$ cat src/rtl/data_move_pkg.sv
// Constants, opcode fields and carrier structs for the data-move unit.
// Assumes a single CPU clock domain and a simple one-cycle data bus.
//
// Behaviour
// RULE_01 - Register copy writes full source to destination
// RULE_02 - Stores support byte, word, longword sizes
// RULE_03 - Byte and word loads sign-extend to 32
// RULE_04 - Pre-decrement stores subtract size, write, keep address
// RULE_05 - Post-increment loads add size unless registers equal
// RULE_06 - Indexed stores address destination plus register zero
// RULE_07 - Indexed loads address source plus register zero
// RULE_08 - Indirect loads leave the pointer unchanged
// RULE_09 - Indirect stores leave both registers unchanged
// RULE_10 - Immediate load sign-extends eight-bit field
// RULE_11 - Word literal: displacement times two plus PC
// RULE_12 - Longword literal: times four, PC low bits cleared
// RULE_13 - Literal PC is second following instruction
// RULE_14 - In delay slot, PC is branch plus two
// RULE_15 - Literal reach limited to 510 or 1020 bytes
// RULE_16 - Software places literal tables within reach
// RULE_17 - One cycle per instruction, PC plus two
// RULE_18 - Misaligned word or longword raises address error
package data_move_pkg;

  // ****************************************
  // Widths and sizes
  // ****************************************
  localparam int unsigned DATA_W = 32;
  localparam logic [31:0] SIZE_BYTE = 32'h0000_0001;
  localparam logic [31:0] SIZE_WORD = 32'h0000_0002;
  localparam logic [31:0] SIZE_LONG = 32'h0000_0004;
  localparam logic [31:0] INSN_STEP = 32'h0000_0002;  // Opcode length in bytes
  localparam logic [31:0] LIT_PC_AHEAD = 32'h0000_0004;  // Second instruction after
  localparam logic [31:0] LONG_ALIGN_MASK = 32'hFFFF_FFFC;

  // ****************************************
  // Opcode major groups and minor codes
  // ****************************************
  localparam logic [3:0] OP_GRP_IDX = 4'h0;
  localparam logic [3:0] OP_GRP_STORE = 4'h2;
  localparam logic [3:0] OP_GRP_LOAD = 4'h6;
  localparam logic [3:0] OP_GRP_LITW = 4'h9;
  localparam logic [3:0] OP_GRP_LITL = 4'hD;
  localparam logic [3:0] OP_GRP_IMM = 4'hE;
  localparam logic [3:0] MINOR_COPY = 4'h3;

  // Access size code
  typedef enum logic [1:0] {
    SZ_B = 2'h0,
    SZ_W = 2'h1,
    SZ_L = 2'h2
  } size_e;

  // Decoded operation kind, one-hot
  typedef enum logic [7:0] {
    K_NONE = 8'h01,
    K_COPY = 8'h02,
    K_IMM = 8'h04,
    K_STORE = 8'h08,
    K_LOAD = 8'h10,
    K_LITW = 8'h20,
    K_LITL = 8'h40,
    K_ILL = 8'h80
  } kind_e;

  // Instruction issue request
  typedef struct packed {
    logic valid;
    logic [15:0] opcode;
    logic [31:0] pc;          // Address of this instruction
    logic delay_slot;         // Sits after a delayed branch
    logic [31:0] branch_pc;   // Address of that branch
  } issue_s;

  // Register file read values
  typedef struct packed {
    logic [31:0] src_val;
    logic [31:0] dst_val;
    logic [31:0] idx_val;
  } rf_rd_s;

  // Memory access request
  typedef struct packed {
    logic req;
    logic wr;
    size_e size;
    logic [31:0] addr;
    logic [31:0] wdata;
  } mem_req_s;

  // Register file write ports
  typedef struct packed {
    logic we_a;
    logic [3:0] num_a;
    logic [31:0] val_a;
    logic we_b;
    logic [3:0] num_b;
    logic [31:0] val_b;
  } rf_wr_s;

endpackage
$ cat src/rtl/data_move_instruction_unit.sv
// Decode and execute logic for register moves, loads, stores and literals.
// Assumes the register file reads combinationally from the numbers given
// and the memory returns load data in the same cycle as the request.
`timescale 1ns/1ps
`default_nettype none

module data_move_instruction_unit (
  input wire logic clock,
  input wire logic sys_rst,
  input wire data_move_pkg::issue_s issue,
  output logic [3:0] src_num,
  output logic [3:0] dst_num,
  input wire data_move_pkg::rf_rd_s rf_rd,
  output data_move_pkg::mem_req_s mem_req,
  input wire logic [31:0] mem_rdata,
  output data_move_pkg::rf_wr_s rf_wr,
  output logic [31:0] next_pc,
  output logic done,
  output logic addr_error,
  output logic [31:0] error_addr
);

  // ****************************************
  // State
  // ****************************************
  typedef struct packed {
    data_move_pkg::rf_wr_s wr;
    logic [31:0] npc;
    logic done;
    logic err;
    logic [31:0] eaddr;
  } state_s;

  state_s st_ff;
  state_s nxt_st;

  // Decode signals
  data_move_pkg::kind_e kind;
  data_move_pkg::size_e size;
  logic [31:0] size_bytes;
  logic [31:0] addr;
  logic [31:0] lit_pc;
  logic [31:0] load_ext;
  logic mode_predec;
  logic mode_postinc;
  logic misaligned;
  logic [3:0] grp;
  logic [3:0] minor;

  assign grp = issue.opcode[15:12];
  assign minor = issue.opcode[3:0];
  assign dst_num = issue.opcode[11:8];
  assign src_num = issue.opcode[7:4];

  // ****************************************
  // Decode
  // ****************************************
  // Classify opcode, pick access size and addressing mode
  always_comb begin
    kind = data_move_pkg::K_NONE;
    size = data_move_pkg::SZ_L;
    mode_predec = 1'b0;
    mode_postinc = 1'b0;
    if (issue.valid) begin
      kind = data_move_pkg::K_ILL;
      unique case (grp)
        data_move_pkg::OP_GRP_STORE: begin
          // RULE_02 store sizes
          if (minor[3] == 1'b0 && minor[1:0] != 2'h3) begin
            kind = data_move_pkg::K_STORE;
            size = data_move_pkg::size_e'(minor[1:0]);
            mode_predec = minor[2];
          end
        end
        data_move_pkg::OP_GRP_LOAD: begin
          if (minor == data_move_pkg::MINOR_COPY) begin
            kind = data_move_pkg::K_COPY;
          end else if (minor[3] == 1'b0 && minor[1:0] != 2'h3) begin
            kind = data_move_pkg::K_LOAD;
            size = data_move_pkg::size_e'(minor[1:0]);
            mode_postinc = minor[2];
          end
        end
        data_move_pkg::OP_GRP_IDX: begin
          // Minors 4/5/6 store, C/D/E load; low two bits give the size directly
          if (minor[2] && minor[1:0] != 2'h3) begin
            kind = minor[3] ? data_move_pkg::K_LOAD : data_move_pkg::K_STORE;
            size = data_move_pkg::size_e'(minor[1:0]);
          end
        end
        data_move_pkg::OP_GRP_LITW: begin
          kind = data_move_pkg::K_LITW;
          size = data_move_pkg::SZ_W;
        end
        data_move_pkg::OP_GRP_LITL: begin
          kind = data_move_pkg::K_LITL;
        end
        data_move_pkg::OP_GRP_IMM: begin
          kind = data_move_pkg::K_IMM;
        end
        default: begin
          kind = data_move_pkg::K_ILL;
        end
      endcase
    end
  end

  // Access size in bytes
  always_comb begin
    unique case (size)
      data_move_pkg::SZ_B: size_bytes = data_move_pkg::SIZE_BYTE;
      data_move_pkg::SZ_W: size_bytes = data_move_pkg::SIZE_WORD;
      default: size_bytes = data_move_pkg::SIZE_LONG;
    endcase
  end

  // ****************************************
  // Address formation
  // ****************************************
  // Literal base PC: second instruction after, or branch plus two in a slot
  always_comb begin
    // RULE_13 second instruction ahead
    lit_pc = issue.pc + data_move_pkg::LIT_PC_AHEAD;
    // RULE_14 delay slot base
    if (issue.delay_slot) begin
      lit_pc = issue.branch_pc + data_move_pkg::INSN_STEP;
    end
  end

  // Effective address per mode
  always_comb begin
    addr = rf_rd.dst_val;
    if (kind == data_move_pkg::K_STORE) begin
      if (grp == data_move_pkg::OP_GRP_IDX) begin
        // RULE_06 indexed store address
        addr = rf_rd.dst_val + rf_rd.idx_val;
      end else if (mode_predec) begin
        // RULE_04 decremented address
        addr = rf_rd.dst_val - size_bytes;
      end else begin
        // RULE_09 plain indirect store
        addr = rf_rd.dst_val;
      end
    end else if (kind == data_move_pkg::K_LOAD) begin
      if (grp == data_move_pkg::OP_GRP_IDX) begin
        // RULE_07 indexed load address
        addr = rf_rd.src_val + rf_rd.idx_val;
      end else begin
        // RULE_08 indirect load address
        addr = rf_rd.src_val;
      end
    end else if (kind == data_move_pkg::K_LITW) begin
      // RULE_11 RULE_15 unsigned displacement, max 510
      addr = lit_pc + {23'h000000, issue.opcode[7:0], 1'b0};
    end else if (kind == data_move_pkg::K_LITL) begin
      // RULE_12 RULE_15 quadrupled, PC aligned, max 1020
      addr = (lit_pc & data_move_pkg::LONG_ALIGN_MASK)
           + {22'h000000, issue.opcode[7:0], 2'h0};
    end
  end

  // RULE_18 alignment check
  always_comb begin
    unique case (size)
      data_move_pkg::SZ_W: misaligned = addr[0];
      data_move_pkg::SZ_L: misaligned = addr[1] | addr[0];
      default: misaligned = 1'b0;
    endcase
  end

  // ****************************************
  // Memory request
  // ****************************************
  logic mem_kind;
  assign mem_kind = (kind == data_move_pkg::K_STORE) || (kind == data_move_pkg::K_LOAD)
                  || (kind == data_move_pkg::K_LITW) || (kind == data_move_pkg::K_LITL);

  // Bus request, suppressed on an address error
  always_comb begin
    mem_req.req = mem_kind && !misaligned;
    mem_req.wr = (kind == data_move_pkg::K_STORE);
    mem_req.size = size;
    mem_req.addr = addr;
    // RULE_02 low-order part of source
    unique case (size)
      data_move_pkg::SZ_B: mem_req.wdata = {24'h000000, rf_rd.src_val[7:0]};
      data_move_pkg::SZ_W: mem_req.wdata = {16'h0000, rf_rd.src_val[15:0]};
      default: mem_req.wdata = rf_rd.src_val;
    endcase
  end

  // RULE_03 sign extension of loaded data
  always_comb begin
    unique case (size)
      data_move_pkg::SZ_B: load_ext = {{24{mem_rdata[7]}}, mem_rdata[7:0]};
      data_move_pkg::SZ_W: load_ext = {{16{mem_rdata[15]}}, mem_rdata[15:0]};
      default: load_ext = mem_rdata;
    endcase
  end

  // ****************************************
  // Next state
  // ****************************************
  // Fill register writes, PC step and error outcome
  always_comb begin
    nxt_st = '0;
    if (kind != data_move_pkg::K_NONE) begin
      nxt_st.done = 1'b1;
      // RULE_17 one cycle, PC plus two
      nxt_st.npc = issue.pc + data_move_pkg::INSN_STEP;
      nxt_st.wr.num_a = dst_num;
      nxt_st.wr.num_b = (kind == data_move_pkg::K_STORE) ? dst_num : src_num;
      if (mem_kind && misaligned) begin
        // RULE_18 no register change on error
        nxt_st.err = 1'b1;
        nxt_st.eaddr = addr;
      end else begin
        unique case (kind)
          data_move_pkg::K_COPY: begin
            // RULE_01 full copy
            nxt_st.wr.we_a = 1'b1;
            nxt_st.wr.val_a = rf_rd.src_val;
          end
          data_move_pkg::K_IMM: begin
            // RULE_10 sign-extended immediate
            nxt_st.wr.we_a = 1'b1;
            nxt_st.wr.val_a = {{24{issue.opcode[7]}}, issue.opcode[7:0]};
          end
          data_move_pkg::K_LOAD, data_move_pkg::K_LITW, data_move_pkg::K_LITL: begin
            nxt_st.wr.we_a = 1'b1;
            nxt_st.wr.val_a = load_ext;
            // RULE_05 increment unless same register
            if (mode_postinc && (src_num != dst_num)) begin
              nxt_st.wr.we_b = 1'b1;
              nxt_st.wr.val_b = rf_rd.src_val + size_bytes;
            end
          end
          data_move_pkg::K_STORE: begin
            // RULE_04 pointer keeps decremented address
            if (mode_predec) begin
              nxt_st.wr.we_b = 1'b1;
              nxt_st.wr.val_b = addr;
            end
          end
          data_move_pkg::K_ILL: begin
            nxt_st.done = 1'b0;
          end
          default: begin
            nxt_st.done = 1'b0;
          end
        endcase
      end
    end
  end

  // Register state
  always_ff @(posedge clock) begin
    if (sys_rst) begin
      st_ff <= '0;
    end else begin
      st_ff <= nxt_st;
    end
  end

  assign rf_wr = st_ff.wr;
  assign next_pc = st_ff.npc;
  assign done = st_ff.done;
  assign addr_error = st_ff.err;
  assign error_addr = st_ff.eaddr;
endmodule

`default_nettype wire

$ cat config.mk
export PLATFORM = sky130hd
export DESIGN_NAME = data_move_instruction_unit
export DESIGN_NICKNAME = d
export VERILOG_FILES = /design/src/rtl/data_move_pkg.sv /design/src/rtl/data_move_instruction_unit.sv
export SDC_FILE = /design/constraint.sdc
export NUM_CORES = 1
export LEC_CHECK = 0
export ABC_AREA = 1
export BUFFER_PORTS_ARGS = -buffer_cell sky130_fd_sc_hd__buf_2
export CORE_AREA = 8 8 190 192
export CTS_CLUSTER_DIAMETER = 60
export DETAILED_ROUTE_END_ITERATION = 12
export DIE_AREA = 0 0 198 200
export PLACE_DENSITY_LB_ADDON = 0.08
export REMOVE_ABC_BUFFERS = 1
export SETUP_SLACK_MARGIN = 0.5
export SYNTH_ARGS = -nofsm -noshare
export SYNTH_HDL_FRONTEND = slang
export SYNTH_SLANG_ARGS = --single-unit
$ cat constraint.sdc
create_clock -name clock -period 9.1 [get_ports clock]
set_input_delay 0.455 -clock clock [delete_from_list [all_inputs] [get_ports clock]]
set_output_delay 0.455 -clock clock [all_outputs]
set_load 0.005 [all_outputs]
======== Word level (Yosys, flattened, before mapping) ========
Cells that the tools add are included.
storage, ports and cells
  input port bits ......................... 212
  register bits ........................... 140
cells by class
  muxes and demuxes ....................... 42
  add/subtract/negate cells ............... 9
  bitwise operators ....................... 4
  reduce and logical (&&, ||, !) cells .... 17
  eq/ne operators ......................... 17
operators with widths
  operator                                                                  count
  32-bit two-way mux                                                        10
  32-bit case mux with 2 select lines                                       3
  32-bit adder                                                              3
  32-bit case mux with 3 select lines                                       1
  32-bit by 2-bit adder with 32-bit output (second input constant)          2
  8-bit case mux with 6 select lines                                        1
  8-bit two-way mux                                                         5
  33-bit two-way mux                                                        1
  32-bit by 10-bit adder with 32-bit output                                 1
  32-bit by 3-bit adder with 32-bit output (second input constant)          1
  32-bit by 9-bit adder with 32-bit output                                  1
  32-bit subtractor                                                         1
  4-bit == test (second input constant)                                     3
  1-bit two-way mux                                                         11
  3-bit OR reduction                                                        3
  4-bit by 2-bit == test with 1-bit output (second input constant)          2
  8-bit by 2-bit == test with 1-bit output (second input constant)          1
  8-bit by 3-bit == test with 1-bit output (second input constant)          1
  8-bit by 4-bit == test with 1-bit output (second input constant)          1
  8-bit by 5-bit == test with 1-bit output (second input constant)          1
  8-bit by 6-bit == test with 1-bit output (second input constant)          1
  8-bit by 7-bit == test with 1-bit output (second input constant)          1
  2-bit two-way mux                                                         4
  8-bit by 1-bit inequality test with 1-bit output (second input constant)  1
  20 further kinds                                                          29

======== Depth between registers and ports, before layout ========
  depth in word-level cells ............... 17
  depth in mapped cells ................... 32

======== Least setup slack after synthesis ========
No wires, ideal clock.
  path type ............................... input port to output port
  start point ............................. input port issue[80] (netlist name)
  end point ............................... output port mem_req[61] (netlist name)
  data required time ...................... 8645 ps
  buffers on the path ..................... 5
  setup slack ............................. 3981 ps
  arrival time ............................ 4664 ps
  cell stages on the path ................. 28
  cells stage by stage .................... nor2_2 > inv_2 > nor3_4 > clkbuf_1 > clkbuf_1 > nand3_1 > and3_1 > nor2_1 > ha_1 > buf_2 > nor2_1 > inv_2 > clkbuf_1 > buf_1 > ha_1 > inv_1 > o21ai_0 > inv_1 > nand2_1 > nor2_1 > nand3_1 > nor2_1 > and3_1 > nand4_1 > xor2_1 > nand2_1 > nand3_1 > nand2_1
RTL lines
  element      RTL line                          text
  from (decl)  data_move_instruction_unit.sv:10  input wire data_move_pkg::issue_s issue,
  to (decl)    data_move_instruction_unit.sv:14  output data_move_pkg::mem_req_s mem_req,

==> flow_summary.ini <==
[floorplan]
die_w_um = 198
rows = 67
initial_core_util = 0.490
num_io_pins = 428
die_y_um = 200
die-area_um2 = 39600
core_area_um2 = 33100

[cts]
cts_setup_buffers = 0
hold_buffers = 0
cts_root_buf = clkbuf_16
cts_resized = 0
cts_buffer_depth = 2
clk_pin_slew_worst_paths_ps = 70
cts_tree = built
clock_sinks = 140
cts_htree_levels = 4
numCtsBuffers = 17

[synth]
ys_types = 63
syn_area_um2 = 16200
ys_seq_area_frac = 0.173
synthFlopType = dfxtp_1
synth-edff-count = 0
ys_ff_latch = 140
synth_area_per_cell_um2 = 5.74
ys.warnings.count = 0
async_reset_ff_frac = 0
syn_inst = 2827

[pwr]
sw_frac_of_total = 0.391
p_int_uw = 1290
p_leak_uw = 0.00941
peakVddDrop_uv = 140
p_sw_uw = 828
p_seq_frac = 0.297
power_frac_clock = 0.349
combPwrFrac = 0.354
power_density_nw_per_um2 = 110

[global_routing]
gr-usage-all-layers = 0.375
grt_pass1_vias = 20700
antenna_found_initial = 10
grt_max_degree = 73
grt_pass1_wl_um = 116000
gr-total-overflow = 0

[hold_path]
hold_path_class = primary input to flip-flop
whs_path_depth = 3
hold-path-endpoint = next_pc[0]
hp-start = issue[33]

[critical_path]
required_ps = 8650
critPathLaunchType = primary input
crit_slowest_cell = buf_4
critPathCaptureType = output port
crit_type = primary input to output port
crit_buf_inv = 10
crit_fanout = 72
path_delay_family = buffers and inverters
crit_arrival_ps = 5950
slowest_delay_ps = 660

[route]
via_per_inst = 5.90
wl_per_cell_um = 21.1
vias = 21600
post-route-drc-count = 0
wl_um = 77100
drt_iter0_markers = 2219
ant_nets = 0
firstDrtPassIters = 8

[layout]
layout_commonest_cell = nand2_1
layout_common_cells = nand2_1 (652), buf_2 (427), nor2_1 (397)
fill_cells = 3368
syn_to_final_growth_pct = 18.1
drive_gt1_frac = 0.177
nets = 3498

[sta]
setup_viol = 0
rsz0062_at_grt = false
max_freq_ghz = 0.156
min_period_ps = 6400
hold_viol = 0
finalSetupTns_ps = 0
worst_pin_slew_ps = 1200
slew_headroom = 0.197
period_share = 0.703
slew_violations = 0
worst_slack_ps = 2700

[flow_run]
maxCapViolCount = 0

[status]
status = completed

[placement]
pre_cts_ws_ps = 2810
gp_congestion = 0.998
place.port_buffers = 427
dpl.hpwl_um = 62400
layout make-up:
cell class / instances / area [um2] / share of cell area
Timing Repair Buffer: 439 / 2230 / 0.116
Multi-Input combinational cell: 2240 / 11600 / 0.607
Clock buffer: 19 / 443 / 0.0231
Inverter: 353 / 1330 / 0.0692
Clock inverter: 13 / 154 / 0.00804
Tap cell: 448 / 561 / 0.0293
Antenna cell: 7 / 17.5 / 0.000915
Sequential cell: 140 / 2800 / 0.146
synthesized netlist by cell type (7+ instances only):
cell type  instances  share of area
nand2_1          653           0.15
nor2_1           397          0.092
inv_1            332          0.077
nand3_1          254          0.078
a21oi_1          235          0.072
o21ai_0          182          0.056
dfxtp_1          140           0.17
ha_1              91          0.070
clkbuf_1          52          0.012
nor3_1            46          0.014
nand4_1           45          0.017
xor2_1            43          0.023
a221oi_1          30          0.016
nor2_2            26          0.010
xnor2_1           26          0.014
o211ai_1          23          0.011
a31oi_1           19         0.0073
a21oi_2           17         0.0092
buf_4             16         0.0074
inv_2             16         0.0037
buf_2             13         0.0040
o22ai_1           13         0.0050
or2_2             13         0.0050
o21ai_1           12         0.0037
o21bai_1          12         0.0056
o21a_1            10         0.0046
a21o_1             8         0.0037
nand2_2            8         0.0031
nor4_1             8         0.0031
o221ai_1           8         0.0043
buf_1              7         0.0016
worst min-delay path, stage by stage:
cell and delay [ps]:
buf_2 70, inv_1 40, nor2_1 80
per-stage QoR:
stage                     power [uW]  utilization  instance area [um2]  std cells  hold slack, ps
after floorplan                 1080            -                15700       2733             527
after global placement          1360        0.560                18500       3620             682
after detailed placement        1370        0.560                18500       3620             690
after CTS                       2090        0.578                19100       3652             212
after global routing            2210        0.578                19100       3656             229
final                           2120        0.578                19200       3659             218
state kept, by name, summed over array words and instances, names as in the netlist:
signal	flops
rf_wr	74
error_addr	32
next_pc	32
addr_error	1
done	1
how the worst max path moves through the flow:
stage	start	endpoint	depth (start not counted)
global route	issue[80]	mem_req[59]	29
finish	issue[80]	mem_req[59]	29
detailed placement	issue[80]	mem_req[59]	29
CTS	issue[80]	mem_req[59]	29
floorplan	issue[80]	mem_req[59]	25
global placement	issue[80]	mem_req[59]	29
layer usage:
layer / part of all wire / track usage / vias to the layer above
met5: 0.00060 / 0 / -
met1: 0.37 / 0.434 / 9804
met4: 0.052 / 0.204 / 6
met3: 0.11 / 0.0920 / 227
met2: 0.46 / 0.634 / 1368
li1: - / - / 10200
logic make-up after synthesis:
logic type / share of synthesized area
and+or+nand+nor: 0.390
AOI/OAI and AO/OA: 0.213
buffers and inverters: 0.111
DFF: 0.173
adders and majority gates: 0.0751
xor gates and xnor gates: 0.0373
muxes: 0.000617
power by group through the flow:
stage	Sequential (uW)	Combinational, uW	Clock, uW
6_report	628	750	739
5_1_grt	628	823	761
4_1_cts	628	730	737
3_5_place_dp	641	724	0
3_3_place_gp	641	715	0
2_1_floorplan	643	434	0
Note: power is estimated with default switching activity, not from simulation.
